## src/verilog/cmp_ctrl_pkg.sv

```systemverilog
// Package for the comparator control block: register indices, field
// positions, reset values and timing counts.
// Assumes a 20 MHz bus clock and a 32-bit AHB-Lite register port.
`default_nettype none
package cmp_ctrl_pkg;

  // ----------------------------------------------------------------
  // Register indices (byte address is four times the index)
  // ----------------------------------------------------------------
  localparam logic [3:0] IDX_CONTROL = 4'h0;
  localparam logic [3:0] IDX_ROUTING = 4'h1;
  localparam logic [3:0] IDX_IRQ_EN = 4'h2;
  localparam logic [3:0] IDX_STATUS = 4'h3;
  localparam logic [3:0] IDX_RSVD_LO = 4'h4;
  localparam logic [3:0] IDX_RSVD_HI = 4'h7;
  localparam logic [3:0] IDX_WAKE_MASK = 4'h8;

  // ----------------------------------------------------------------
  // Field positions
  // ----------------------------------------------------------------
  localparam int CTL_ENABLE = 7;
  localparam int CTL_PIN_EN = 6;
  localparam int CTL_POLARITY = 5;
  localparam int CTL_FILTER = 4;
  localparam int CTL_HYST_LO = 2;
  localparam int CTL_MODE_LO = 0;
  localparam int RT_POS_LO = 4;
  localparam int RT_NEG_LO = 0;
  localparam int IE_BIT = 0;
  localparam int ST_RESULT = 7;
  localparam int ST_FLAG = 0;

  // ----------------------------------------------------------------
  // Reset values
  // ----------------------------------------------------------------
  localparam logic [7:0] CONTROL_RST = 8'h00;
  localparam logic [7:0] ROUTING_RST = 8'h00;
  localparam logic IRQ_EN_RST = 1'b0;
  localparam logic MASK_RST = 1'b1;

  // ----------------------------------------------------------------
  // Edge modes and timing
  // ----------------------------------------------------------------
  typedef enum logic [1:0] {
    EDGE_OFF = 2'b00,
    EDGE_RISE = 2'b01,
    EDGE_FALL = 2'b10,
    EDGE_BOTH = 2'b11
  } edge_mode_t;

  localparam int INIT_DELAY_CYCLES = 127;
  localparam logic [6:0] INIT_CNT_LOAD = 7'(INIT_DELAY_CYCLES - 1);

endpackage

`default_nettype wire

```

## src/verilog/comparator_control.sv

```systemverilog
// Digital control and status logic around an analog comparator core.
// Assumes an AHB-Lite master on hclk, a free-running analog result and
// system stop and wait levels synchronous to hclk.
// Operation
// - The comparator is operational only while enabled and not in stop.
// - Wait mode alone never forces shutdown.
// - Each entry to normal mode runs a 127 bus clock initialization delay.
// - During that delay the result path to status, flag and timer is frozen.
// - Clearing the enable or entering stop puts the comparator in shutdown.
// - On entering shutdown the last comparator state is retained.
// - In shutdown with non-inverted polarity the output pin drives low.
// - Four sources, two pins and two internal, feed either comparator input.
// - An interrupt can follow a rising, falling or either edge.
// - The result can drive an output pin with selectable polarity.
// - A comparator-derived signal can trigger timer input capture.
// - The edge flag sets two clocks after the pin change and clears on write one.
// - Edge mode 00 disables, 01 rising, 10 falling, 11 both edges.
// - Input select writes take effect only while the enable is clear.
// - The interrupt asserts only while irq enable, edge flag and mask are set.
`timescale 1ns/1ps
`default_nettype none

module comparator_control
  import cmp_ctrl_pkg::*;
(
  input wire logic hclk,
  input wire logic hresetn,
  // AHB-Lite slave
  input wire logic hsel,
  input wire logic [31:0] haddr,
  input wire logic [1:0] htrans,
  input wire logic hwrite,
  input wire logic [2:0] hsize,
  input wire logic [31:0] hwdata,
  input wire logic hready,
  output logic [31:0] hrdata,
  output logic hreadyout,
  output logic hresp,
  // System modes
  input wire logic stop_mode,
  input wire logic wait_mode,
  // Analog core
  input wire logic cmp_raw,
  output logic core_enable,
  output logic [1:0] positive_input_select,
  output logic [1:0] negative_input_select,
  output logic [1:0] hysteresis_select,
  output logic filter_speed_select,
  // Pins and links
  output logic result_output_pin,
  output logic result_output_oe,
  output logic timer_capture,
  output logic irq
);

  // ------------------------------------------------------------
  // Declarations
  // ------------------------------------------------------------
  typedef enum logic [1:0] {
    ST_OFF = 2'b00,
    ST_INIT = 2'b01,
    ST_RUN = 2'b11
  } run_state_t;

  run_state_t state_r;
  logic [7:0] control_r;
  logic [3:0] routing_r;
  logic irq_en_r;
  logic edge_flag_r;
  logic flag_mask_r;
  logic [6:0] init_cnt_r;
  logic [2:0] sync_r;
  logic synced_result_r;
  logic result_prev_r;
  logic pin_r;
  logic pin_d1_r;
  logic pin_d2_r;
  logic ap_valid_r;
  logic ap_write_r;
  logic [3:0] ap_idx_r;
  logic ap_hit_r;
  logic normal_req;
  logic settled;
  logic edge_hit;
  logic wr_en;
  logic wr_control;
  logic wr_routing;
  logic wr_irq_en;
  logic wr_mask;
  logic wr_status;
  logic [7:0] wdata;
  edge_mode_t edge_mode;

  // Byte address hit check, only aligned words in range
  function automatic logic addr_hit(input logic [31:0] a);
    addr_hit = (a[1:0] == 2'b00) && (a[31:6] == 26'h0);
  endfunction

  // Write strobe for one register of the map
  function automatic logic reg_write(
    input logic en,
    input logic [3:0] at,
    input logic [3:0] idx
  );
    reg_write = en && (at == idx);
  endfunction

  // Mode request; wait mode is not decoded, the core runs on through it
  assign edge_mode = edge_mode_t'(control_r[CTL_MODE_LO +: 2]);
  assign normal_req = control_r[CTL_ENABLE] && !stop_mode;
  assign settled = (state_r == ST_RUN);

  // ------------------------------------------------------------
  // Bus slave
  // ------------------------------------------------------------

  // Address phase capture
  always_ff @(posedge hclk or negedge hresetn)
  begin
    if (!hresetn)
    begin
      ap_valid_r <= 1'b0;
      ap_write_r <= 1'b0;
      ap_idx_r <= 4'h0;
      ap_hit_r <= 1'b0;
    end
    else if (hready)
    begin
      ap_valid_r <= hsel && htrans[1];
      ap_write_r <= hwrite;
      ap_idx_r <= haddr[5:2];
      ap_hit_r <= addr_hit(haddr);
    end
  end

  assign hreadyout = 1'b1;
  assign hresp = 1'b0;
  assign wr_en = ap_valid_r && ap_write_r && ap_hit_r;
  assign wdata = hwdata[7:0];

  // Per-register write strobes
  assign wr_control = reg_write(wr_en, ap_idx_r, IDX_CONTROL);
  assign wr_routing = reg_write(wr_en, ap_idx_r, IDX_ROUTING);
  assign wr_irq_en = reg_write(wr_en, ap_idx_r, IDX_IRQ_EN);
  assign wr_mask = reg_write(wr_en, ap_idx_r, IDX_WAKE_MASK);
  assign wr_status = reg_write(wr_en, ap_idx_r, IDX_STATUS);

  // Read mux, zero for reserved and unmapped
  always_comb
  begin
    hrdata = 32'h0000_0000;
    if (ap_valid_r && !ap_write_r && ap_hit_r)
    begin
      unique case (ap_idx_r)
        IDX_CONTROL: hrdata[7:0] = control_r;
        IDX_ROUTING: hrdata[7:0] = {2'b00, routing_r[3:2], 2'b00, routing_r[1:0]};
        IDX_IRQ_EN: hrdata[IE_BIT] = irq_en_r;
        IDX_STATUS:
        begin
          hrdata[ST_RESULT] = synced_result_r;
          hrdata[ST_FLAG] = edge_flag_r;
        end
        IDX_WAKE_MASK: hrdata[0] = flag_mask_r;
        default: hrdata = 32'h0000_0000;
      endcase
    end
  end

  // ------------------------------------------------------------
  // Registers
  // ------------------------------------------------------------

  // Control register
  always_ff @(posedge hclk or negedge hresetn)
  begin
    if (!hresetn)
      control_r <= CONTROL_RST;
    else if (wr_control)
      control_r <= wdata;
  end

  // Routing, writable only while disabled
  always_ff @(posedge hclk or negedge hresetn)
  begin
    if (!hresetn)
      routing_r <= ROUTING_RST[3:0];
    else if (wr_routing && !control_r[CTL_ENABLE])
      routing_r <= {wdata[RT_POS_LO +: 2], wdata[RT_NEG_LO +: 2]};
  end

  // Interrupt enable and mask
  always_ff @(posedge hclk or negedge hresetn)
  begin
    if (!hresetn)
    begin
      irq_en_r <= IRQ_EN_RST;
      flag_mask_r <= MASK_RST;
    end
    else
    begin
      if (wr_irq_en)
        irq_en_r <= wdata[IE_BIT];
      if (wr_mask)
        flag_mask_r <= wdata[0];
    end
  end

  // ------------------------------------------------------------
  // Mode sequencing
  // ------------------------------------------------------------

  // Shutdown, initialization delay and normal run
  // Init counts down from the load value to zero, so it spans the full delay
  always_ff @(posedge hclk or negedge hresetn)
  begin
    if (!hresetn)
    begin
      state_r <= ST_OFF;
      init_cnt_r <= 7'h00;
    end
    else
    begin
      unique case (state_r)
        ST_OFF:
          if (normal_req)
          begin
            state_r <= ST_INIT;
            init_cnt_r <= INIT_CNT_LOAD;
          end
        ST_INIT:
          if (!normal_req)
            state_r <= ST_OFF;
          else if (init_cnt_r == 7'h00)
            state_r <= ST_RUN;
          else
            init_cnt_r <= init_cnt_r - 7'h01;
        ST_RUN:
          if (!normal_req)
            state_r <= ST_OFF;
        default: state_r <= ST_OFF;
      endcase
    end
  end

  // ------------------------------------------------------------
  // Result path
  // ------------------------------------------------------------

  // Three-stage synchronizer on the analog result
  // Only the second stage reads the first; the third guards the compare
  always_ff @(posedge hclk or negedge hresetn)
  begin
    if (!hresetn)
      sync_r <= 3'b000;
    else
      sync_r <= {sync_r[1:0], cmp_raw};
  end

  // Held result, frozen from the cycle the request drops
  always_ff @(posedge hclk or negedge hresetn)
  begin
    if (!hresetn)
    begin
      synced_result_r <= 1'b0;
      result_prev_r <= 1'b0;
    end
    else
    begin
      result_prev_r <= synced_result_r;
      if (settled && normal_req && sync_r[2] == sync_r[1])
        synced_result_r <= sync_r[2];
    end
  end

  // Output pin with polarity, low in shutdown when not inverted
  always_ff @(posedge hclk or negedge hresetn)
  begin
    if (!hresetn)
      pin_r <= 1'b0;
    else if (!settled && state_r == ST_OFF)
      pin_r <= control_r[CTL_POLARITY];
    else
      pin_r <= synced_result_r ^ control_r[CTL_POLARITY];
  end

  // Delay line on the previous result, in step with the pin, for flag timing
  always_ff @(posedge hclk or negedge hresetn)
  begin
    if (!hresetn)
    begin
      pin_d1_r <= 1'b0;
      pin_d2_r <= 1'b0;
    end
    else
    begin
      pin_d1_r <= result_prev_r;
      pin_d2_r <= pin_d1_r;
    end
  end

  // Edge detection on the delayed result
  always_comb
  begin
    unique case (edge_mode)
      EDGE_OFF: edge_hit = 1'b0;
      EDGE_RISE: edge_hit = pin_d1_r && !pin_d2_r;
      EDGE_FALL: edge_hit = !pin_d1_r && pin_d2_r;
      EDGE_BOTH: edge_hit = pin_d1_r ^ pin_d2_r;
    endcase
  end

  // Sticky edge flag, set beats clear
  always_ff @(posedge hclk or negedge hresetn)
  begin
    if (!hresetn)
      edge_flag_r <= 1'b0;
    else if (edge_hit)
      edge_flag_r <= 1'b1;
    else if (wr_status && wdata[ST_FLAG])
      edge_flag_r <= 1'b0;
  end

  // ------------------------------------------------------------
  // Outputs
  // ------------------------------------------------------------
  // Pin, timer link and interrupt
  assign result_output_pin = pin_r;
  assign result_output_oe = control_r[CTL_PIN_EN];
  assign timer_capture = synced_result_r;
  assign irq = irq_en_r && edge_flag_r && flag_mask_r;

  // Analog core controls
  assign core_enable = normal_req;
  assign positive_input_select = routing_r[3:2];
  assign negative_input_select = routing_r[1:0];
  assign hysteresis_select = control_r[CTL_HYST_LO +: 2];
  assign filter_speed_select = control_r[CTL_FILTER];

endmodule // comparator_control

`default_nettype wire

```

## config.mk

```make
export PLATFORM = sky130hd
export DESIGN_NAME = comparator_control
export DESIGN_NICKNAME = d
export VERILOG_FILES = /design/src/verilog/cmp_ctrl_pkg.sv /design/src/verilog/comparator_control.sv
export SDC_FILE = /design/constraint.sdc
export NUM_CORES = 1
export LEC_CHECK = 0
export BUFFER_PORTS_ARGS = -buffer_cell sky130_fd_sc_hd__buf_4
export CORE_UTILIZATION = 40
export DETAILED_ROUTE_END_ITERATION = 8
export PLACE_DENSITY = 0.76
export SETUP_SLACK_MARGIN = 0.3
export SLEW_MARGIN = 10
export SYNTH_ARGS = -nofsm -noshare
export SYNTH_HDL_FRONTEND = slang
export SYNTH_SLANG_ARGS = --single-unit
```

## constraint.sdc

```tcl
create_clock -name hclk -period 3.17 [get_ports hclk]
set_input_delay 0.1585 -clock hclk [delete_from_list [all_inputs] [get_ports hclk]]
set_output_delay 0.1585 -clock hclk [all_outputs]
set_load 0.1 [all_outputs]
```

After elaboration in Yosys (flattened, before gate mapping)
Cells that the tools add are included.
{"block": "totals", "elab_cells": 89, "out_inout_bits": 46, "in_bits": 77, "reg_bits": 39}
{"block": "classes", "reduce_logical": 37, "mux": 17, "bitwise_logic": 2, "addsub": 1, "n_eq_ne": 15}
{"op": "$logic_not 26->1", "count": 1}
{"op": "$logic_and 1x1->1", "count": 21}
{"op": "$mux 7", "count": 3}
{"op": "$pmux 7 s2", "count": 1}
{"op": "$pmux 6 s2", "count": 1}
{"op": "$eq 4x2->1 const B", "count": 2}
{"op": "$mux 2", "count": 4}
{"op": "$mux 8", "count": 1}
{"op": "$ne 2x2->1 const B", "count": 4}
{"op": "$logic_not 7->1", "count": 1}
{"op": "$sub 7x1->7 const B", "count": 1}
{"op": "$eq 2x2->1 const B", "count": 3}
{"op": "$logic_not 1->1", "count": 6}
{"op": "$logic_not 2->1", "count": 3}
{"op": "$pmux 2 s3", "count": 1}
{"op": "$pmux 1 s5", "count": 1}
{"op": "$eq 2x1->1 const B", "count": 2}
{"op": "$eq 4x1->1 const B", "count": 1}
{"op": "$eq 4x4->1 const B", "count": 1}
{"op": "$logic_not 4->1", "count": 1}
{"op": "$pmux 1 s4", "count": 1}
{"op": "$reduce_and 4->1", "count": 1}
{"op": "$reduce_bool 2->1", "count": 2}
{"op": "$mux 1", "count": 3}
{"op": "other kinds (5)", "count": 6}

Depth between registers and ports, before layout
Gate-level depths: netlist of the first run.
{"block": "logic_depth", "word_depth": 6, "ltp_mapped": 5, "mapped_depth_nobuf": 5}

Worst setup path after synthesis of the first run
No wires, ideal clock.
{"block": "synth_timing", "path_kind": "register -> output", "startpoint": "reg synced_result_r (netlist: timer_capture)", "endpoint": "out hrdata[7]", "required_ns": 3.012, "path_buffers": 0, "setup_slack_ns": -0.952, "path_stages_with_launch": 3, "t_arrival_ns": 3.964, "path_cell_list": "dfrtp_1 > a31oi_1 > nor4_1"}
{"block": "synth_via", "elab_chain_cells": 2}
{"item": "start, declared", "line_no": "comparator_control.sv:73", "rtl": "logic synced_result_r;"}
{"item": "start signal, assigned", "line_no": "comparator_control.sv:271", "rtl": "synced_result_r <= sync_r[2];"}
{"item": "$pmux 1 s2", "line_no": "comparator_control.sv:154", "rtl": "unique case (ap_idx_r)"}
{"item": "$mux 8", "line_no": "comparator_control.sv:152", "rtl": "if (ap_valid_r && !ap_write_r && ap_hit_r)"}
{"item": "end, declared", "line_no": "comparator_control.sv:36", "rtl": "output logic [31:0] hrdata,"}
No other way between the ends.

Final worst setup path of the first run
{"block": "layout_timing", "startpoint": "reg ap_idx_r[3]", "endpoint": "out hrdata[1]"}
{"block": "layout_via", "elab_chain_cells": 3, "elab_cells_between_ends": 4, "cone_classes": "1 x eq/ne; 2 x mux; 1 x reduce/logical"}
{"item": "start, declared", "line_no": "comparator_control.sv:80", "rtl": "logic [3:0] ap_idx_r;"}
{"item": "start signal, assigned", "line_no": "comparator_control.sv:131", "rtl": "ap_idx_r <= haddr[5:2];"}
{"item": "$eq 4x1->1 or $logic_not 4->1 (tied branches)", "line_no": "comparator_control.sv:154"}
{"item": "$pmux 6 s2 (*)", "line_no": "comparator_control.sv:154"}
{"item": "$mux 8 (*)", "line_no": "comparator_control.sv:152"}
Mark *: on every way between the ends. The rest lies on a longest branch, timed or not.

==> run metrics, run 1 <==
status=complete, no violations; worst r2r src=ap_idx_r[3]; post-route insts no fill=between 300 and 400; clk root buf=clkbuf_8; die height=around 75 um; Initial DRC Count=just under 90; Setup TNS=0 ps; first-pass GRT wire length=7160 um; CP Capture Type=output port; Vias=roughly 1.6k; Seq/Total Area, Yosys=45.7%; YS warnings=0; RSZ-0062 raised after global routing=no; HP Start=htrans[1]; Worst Path Required=between 3000 and 4000 ps; Total Power=about 1.2 mW; Cells after Synth=about 190; H-tree level count=2; CTS tree=built; clock-pin slew on the worst setup and hold paths=about 70 ps; hold crit path type=input port to flop; Global Route Usage Sum=17.2%; initial antenna violation count=0; final setup fails=0; Longest Clk Path Bufs=2; Tmin final=~2200 ps; number of global-route vias before repair=between 1.5k and 2k; Synth cell types=roughly 50; clock latency on the worst-skew pair=approximately 290 ps; dpl cell area=between 2000 and 3000 um2; Placed Instances=roughly 320; post-cts resize count=0; Core ar.=between 5000 and 6000 um2; clk_skew=roughly 7.3 ps; mapped cell area=2140 um2; Final Max Tran Viols=0; gr ovfl total=0; Worst Path Max Fanout=5; Startpoint Class=flop; endpoints failing hold=0; ranking of synthesized cells by area=dfrtp_1 (44%), mux2_2 (11%), buf_4 (9.8%), ha_1 (2.3%), mux2i_1 (1.9%); first-pass detailed-route iteration total=5; dominant synthesized flop cell=dfrtp_1; post-route cell area=2710 um2; cts hold-fix bufs=2; Num CTS Buffers=5; R2R Setup Slk=1260 ps; area grow syn2layout=26.6%; Ant. Diodes=0; Ports=approximately 120; DRC errors left=0; #FFs+latches synth=39; Reg2Reg Capture Point=control_r[0]; DP HPWL=approximately 3300 um; WL/cell=13.1 um; area leader, netlist=dfrtp_1; chip width=~75 um; Slew Limit Headroom=~60%; Slew @ Worst Pin=618 ps; largest net degree at the start of global routing=40; final estimated routing congestion in global placement=between 0.7 and 0.8; DR vias/cell=4.85; Nets=342; CTS Sinks=39; postcts setup bufs=0; critical path launch point=ap_idx_r[3]; Avg Synthesized Cell Area=roughly 11 um2; share of layout cells above drive strength 1=a little under two fifths; Pleak=about 1.3 nW; final antenna-violating net count=0; die area=~5600 um2; Final Cycle Share=69.1%; area fraction of the dominant cell type after synthesis=between 40 and 50%; fmax=0.457 GHz; MaxCap Viol Count=0; Max rail drop VDD=around 250 uV; Hold Path Sink=ap_valid_r; initial core utilization=between 40% and 50%; crit path kind=flop to output port; Post-synth EDFFs=0; Pwr Density=451 nW/um2; port bufs=67; post-synthesis async set-or-reset flop share=100%; R2R depth=3; hold depth=3; # rows=26; Post-Route WL=between 4000 and 5000 um; CP arrival=around 2000 ps
## cells by family after synthesis
logic type	count (synthesis)	synth area share, %
other cells	2	0.351
flops	39	45.7
fa+ha+maj	4	2.34
compound gates	30	9.89
simple gates	53	16.6
mux	24	12.4
buf+inv	41	12.2
xor+xnor	1	0.410
## layout by cell type, fill, tap and decap left out, drive strengths merged, types with 6 or more instances in the layout
master  netlist  final
clkbuf        3      8
conb          2     26
nor4          6      6
buf          30     67
nor2          7      7
mux2         20     20
dfrtp        38     38
inv           8      8
o21ai         7      7
## how the worst max path moves through the flow
stage	end	slack (ps)	cells after the start
floorplan	hrdata[1]	510	4
global placement	control_r[6]	1280	3
detailed placement	control_r[3]	1260	3
CTS	hrdata[3]	940	4
global route	hrdata[6]	860	4
finish	hrdata[1]	980	4
## metal layers
metal,vias to the layer above,GRT usage (%),wire [um]
li1,787,-,-
met1,781,20.6,1880
met2,36,30.3,2270
met3,5,3.75,151
met4,0,6.08,47
met5,-,0,0
## area by class of cell
cell class / count / area (um2)
well taps: 70 / 87.6
repair buffers: 69 / 523
inverters: 8 / 30.0
multi-input cells: 138 / 1010
clock buffers: 8 / 80.1
fillers: 503 / 2430
flip-flops and latches: 39 / 977
## registers in the layout, summed over array words and instances, names as in the netlist, 2 cells and up
| signal | count |
|---|---|
| state_r | 2 |
| control_r | 8 |
| init_cnt_r | 7 |
| routing_r | 4 |
| sync_r | 3 |
| ap_idx_r | 4 |
## synth_stat cells, types with 2 or more instances
cell,instances
a31oi_1,3
nor3b_1,4
buf_4,28
and2_1,4
nor3_1,2
ha_1,4
mux2_2,20
clkbuf_1,3
nor4_1,6
o41a_1,2
o22ai_1,2
conb_1,2
dfrtp_1,38
inv_1,8
o21ai_0,7
and3_1,2
mux2i_1,4
a21oi_1,2
nand3_1,4
nor4b_1,2
nand2b_1,2
o31ai_1,2
nor2_1,7
nand2_1,4
a21boi_0,2
nand3b_1,2
nand4_1,4
o21a_1,2
buf_2,2
## where the power goes
| part | total [mW] | internal [mW] | switching [mW] | leakage [nW] |
|---|---|---|---|---|
| Combinational | 0.309 | 0.0922 | 0.217 | 0.751 |
| Clock | 0.321 | 0.156 | 0.165 | 0.0395 |
| Sequential | 0.590 | 0.539 | 0.0509 | 0.487 |
| Total | 1.22 | 0.787 | 0.432 | 1.28 |
## critical path, stage by stage (launching register included)
cell and delay [ps]:
dfrtp_1 450, or3_1 510, or2_2 380, nor2_1 110
buf_4 290
## through the flow
stage               util, %  hold slack (ps)  setup slack [ps]
finish                 52.6             95.5               980
global route           52.6             82.7               855
CTS                    52.6             87.8               945
detailed placement     50.7              163              1260
global placement       50.7              158              1280
floorplan                 -             -137               507
Power figures use the tool's default switching activity.
==> run 2, diff against run 1 <==
- ABC_AREA: unset -> 1
- PLACE_DENSITY: 0.76 -> 0.75
- clock period: 3.17 -> 2.1 ns (I/O delays scaled with it)
==> run metrics, run 2 <==
largest net degree at the start of global routing=40; Pwr Density=slightly below 700 nW/um2; gr ovfl total=0; CP Buf/Inv Count=2; DRC errors left=0; Seq/Total Area, Yosys=43.5%; Hold Slack=between 8 and 9 ps; hold crit path type=input port to flop; initial antenna violation count=0; Largest register FFs=8; port bufs=67; clock latency on the worst-skew pair=around 300 ps; Synth cell types=30; die area=a little under 6000 um2; first-pass detailed-route iteration total=4; YS warnings=0; WL/cell=roughly 11 um; # rows=26; largest stage delay on the critical path=between 400 and 500 ps; final setup margin=345 ps; Vias=about 1.9k; CP arrival=roughly 1700 ps; Initial DRC Count=roughly 120; ranking of synthesized cells by area=dfrtp_1 (42%), buf_4 (9.4%), nand2_1 (9.2%), inv_1 (5.8%), nand3_1 (4.9%); final antenna-violating net count=0; DR vias/cell=about 4.6; dominant synthesized flop cell=dfrtp_1; RSZ-0062 raised after global routing=yes; Core ar.=~5300 um2; fmax=0.570 GHz; H-tree level count=2; most common cell in the netlist=nand2_1; most frequent cells in the layout=buf_4 (66), nand2_1 (55), inv_1 (35), dfrtp_1 (28), conb_1 (26); Avg Synthesized Cell Area=approximately 8 um2; Post-synth top cells=nand2_1 (55), dfrtp_1 (38), inv_1 (35); status=complete, no violations; commonest non-fill, non-tap cell in the layout=buf_4; Biggest register=control_r; Setup TNS=0 ps; #FFs+latches synth=39; MaxCap Viol Count=0; Startpoint Class=flop; area fraction of the dominant cell type after synthesis=between 40% and 50%; area grow syn2layout=35.4%; final core occ=between 50 and 60%; Num CTS Buffers=5; number of global-route vias before repair=approximately 2k; share of layout cells above drive strength 1=between 30% and 40%; R2R depth=10; Cells after Synth=276; Final Max Tran Viols=0; Post-Route WL=approximately 4700 um; Worst Path Required=around 2000 ps; chip width=76.9 um; Nets=430; Levels on crit path=6; Max rail drop VDD=285 uV; post-synthesis async set-or-reset flop share=100%; post-route insts no fill=420; crit path kind=flop to output port; cell family with the largest share of critical-path delay=flip-flops; DP HPWL=roughly 3500 um; Global Route Usage Sum=roughly 18%; Final Cycle Share=83.6%; initial core utilization=a little over two fifths; area leader, netlist=dfrtp_1; Worst Path Max Fanout=8; pre-CTS worst setup slack=between 400 and 500 ps; CTS Sinks=39; clk root buf=clkbuf_8; crit-path cells=nor2_8 -> nand2_8 -> o22ai_2 -> inv_1 -> nor2_4 -> buf_12; critical path's slowest cell=dfrtp_2; Top Registers=control_r x8, init_cnt_r x7; Ant. Diodes=0; clock-pin slew on the worst setup and hold paths=80 ps; final setup fails=0; endpoints failing hold=0; Pleak=about 1.5 nW; CP Capture Type=output port; Longest Clk Path Bufs=2; mapped cell area=2250 um2; final estimated routing congestion in global placement=0.779; Post-synth EDFFs=0; first-pass GRT wire length=8320 um; hold depth=3; Ports=~120; Placed Instances=between 400 and 500; clk_skew=12.3 ps; Tmin final=around 1800 ps; CTS tree=built; die height=about 77 um
run 2: repair_timing:
item	4_1_cts	5_1_grt
hold buffers	2	0
setup buffers	2	2
endpoints found under the setup margin	5	4
gates resized for setup	11	11
endpoints found under the hold margin	39	0
pin swaps	2	2
run 2: logic make-up (layout without fill, tap and decap cells):
family / count (synthesis) / count (layout) / synth area share [%]
AND/OR/NAND/NOR: 128 / 128 / 28.4
buffers and inverters: 67 / 117 / 16.6
adder cells (fa/ha/maj): 4 / 4 / 2.23
AO/OA/AOI/OAI: 35 / 35 / 8.52
XOR/XNOR: 1 / 1 / 0.390
flip-flops: 39 / 39 / 43.5
other: 2 / 26 / 0.334
run 2: layer usage:
metal	GRT usage (%)	vias up	wire length (um)	part of all wire [%]
met5	0	-	0	0
met4	7.12	0	65	1.4
met3	4.88	7	190	4.0
met2	32.4	44	2550	54
met1	18.9	908	1930	41
li1	-	971	-	-
run 2: worst paths after layout:
check                               from            end  slack, ps
max reg2reg                init_cnt_r[0]  init_cnt_r[0]        610
min                             haddr[5]    ap_idx_r[3]          8
min reg2reg                result_prev_r       pin_d1_r        350
max                          ap_idx_r[3]      hrdata[4]        350
max in group asynchronous        hresetn  timer_capture       1400
min in group asynchronous        hresetn    edge_flag_r        320
run 2: final cells by class:
cell class,instances,area (um2)
fillers,471,2230
multi-input cells,194,1110
flip-flops and latches,39,990
repair buffers,73,607
inverters,36,135
well taps,70,87.6
clock buffers,5,68.8
clock inverters,3,43.8
run 2: report_power, final:
part	internal [mW]	leakage (nW)	switching, mW	total, mW
registers	0.804	0.421	0.0504	0.855
logic	0.164	1.06	0.427	0.592
clock network	0.354	0.0581	0.273	0.627
total	1.32	1.54	0.751	2.07
run 2: worst reg2reg max path, cell delays in order (launching register included):
cell,delay [ps]
dfrtp_1,350
inv_1,110
ha_1,220
nand2_1,60
inv_1,40
nand2_1,80
nor2_2,60
nor2_4,220
inv_1,110
nand2_1,70
nand2_1,50
run 2: stage by stage:
step / power, mW / cell area (um2)
2_1_floorplan: 1.34 / 2430
3_3_place_gp: 1.42 / 2790
3_5_place_dp: 1.44 / 2790
4_1_cts: 2.09 / 2980
5_1_grt: 2.19 / 3040
6_report: 2.07 / 3040
==> run 3, diff against run 2 <==
- ABC_AREA: 1 -> 0
- PLACE_DENSITY: 0.75 -> 0.79
- clock period: 2.1 -> 1.52 ns (I/O delays scaled with it)
==> run metrics, run 3 (synthesis results as in run 1) <==
Tmin final=roughly 1900 ps; commonest non-fill, non-tap cell in the layout=buf_4; die height=between 70 and 80 um; RSZ-0062 raised after global routing=yes; Worst Path Max Fanout=3; first-pass detailed-route iteration total=4; Num CTS Buffers=5; Largest register FFs=8; Pwr Density=a little over 900 nW/um2; initial core utilization=41.6%; Ports=123; DP HPWL=slightly below 4000 um; most frequent cells in the layout=buf_4 (78), dfrtp_1 (29), conb_1 (26), mux2_4 (14), buf_12 (12); clk root buf=clkbuf_8; final setup margin=-346 ps; Worst Path Required=1440 ps; gr ovfl total=0; hold crit path type=input port to flop; Final Max Tran Viols=0; final setup fails=24; DR vias/cell=around 5; Startpoint Class=flop; DRC errors left=0; die area=roughly 5600 um2; chip width=approximately 75 um; crit path kind=flop to output port; final core occ=roughly two thirds; clock latency on the worst-skew pair=roughly 290 ps; endpoints failing hold=0; CTS Sinks=39; Hold Slack=approximately 12 ps; clk_skew=around 9.0 ps; Ant. Diodes=0; Vias=1798; Filler Cells Inserted=382; final antenna-violating net count=0; # rows=26; initial antenna violation count=0; Core ar.=between 5000 and 6000 um2; largest net degree at the start of global routing=40; violated checks=setup timing; fmax=0.536 GHz; Biggest register=control_r; Top Registers=control_r x8, init_cnt_r x7; Post-Route WL=5540 um; area grow syn2layout=60.6%; first-pass GRT wire length=8450 um; final estimated routing congestion in global placement=0.763; Initial DRC Count=72; Pleak=roughly 1.5 nW; WL/cell=15.2 um; Longest Clk Path Bufs=2; clock-pin slew on the worst setup and hold paths=~70 ps; H-tree level count=2; share of layout cells above drive strength 1=58.5%; CP Capture Type=output port; CP arrival=1790 ps; Nets=374; MaxCap Viol Count=0; CTS tree=built; status=complete, but fails checks; Max rail drop VDD=548 uV; Final Cycle Share=123%; port bufs=67; Global Route Usage Sum=20.4%; number of global-route vias before repair=between 1.5k and 2k
-- run 3: final timing paths --
check                      depth (start not counted)   startpoint             to  slack [ps]
setup / recovery                                   5  ap_idx_r[2]      hrdata[5]        -350
hold / removal                                     2    hwdata[7]   control_r[7]          10
setup reg to reg                                   5  ap_idx_r[2]   routing_r[0]        -290
hold reg to reg                                    0    sync_r[0]      sync_r[1]         340
max in group asynchronous                          2      hresetn  timer_capture         850
min in group asynchronous                          2      hresetn   control_r[5]         290
-- run 3: layout make-up --
type                            instances  area [um2]  area share [%]
Timing Repair Buffer                  101         946            27.6
Multi-Input combinational cell        138        1260            36.7
Clock buffer                            6        82.6            2.41
Clock inverter                          2        35.0            1.02
Sequential cell                        39         991            28.9
Tap cell                               70        87.6            2.55
Inverter                                8        30.0           0.875
-- run 3: critical path: stages, from the launching register on --
cell and delay (ps):
dfrtp_1 390, or3_4 410, buf_6 130, or2_4 270
nor2_4 130, buf_12 180
-- run 3: repair_timing --
action,in CTS,in global routing
hold buffers,2,1
setup buffers,8,1
gates resized for setup,48,6
setup endpoints to repair,33,33
endpoints found under the hold margin,39,1
pin swaps,12,6
-- run 3: report_power, final --
part           switching (mW)  internal (mW)  leakage, nW
clock                   0.358          0.531       0.0612
sequential             0.0970           1.12        0.475
combinational           0.604          0.415         1.01
total                    1.06           2.07         1.54
-- run 3: per-stage QoR --
step / setup TNS [ps] / cells / area (um2) / power [mW] / setup slack [ps]
after global placement: -3080 / 344 / 2980 / 2.10 / -179
after global routing: -7020 / 364 / 3430 / 3.25 / -416
after floorplan: -4770 / 218 / 2440 / 1.85 / -512
final: -5520 / 364 / 3430 / 3.13 / -346
after detailed placement: -3890 / 344 / 2980 / 2.12 / -220
after CTS: -5150 / 362 / 3390 / 3.10 / -328
-- run 3: metal layers --
layer  up-vias  GRT usage (%)  part of all wire (%)
li1        852              -                     -
met1       887           24.1                    42
met2        49           37.0                    53
met3        10           4.15                   3.5
met4         0           6.50                   1.8
met5         -              0                     0
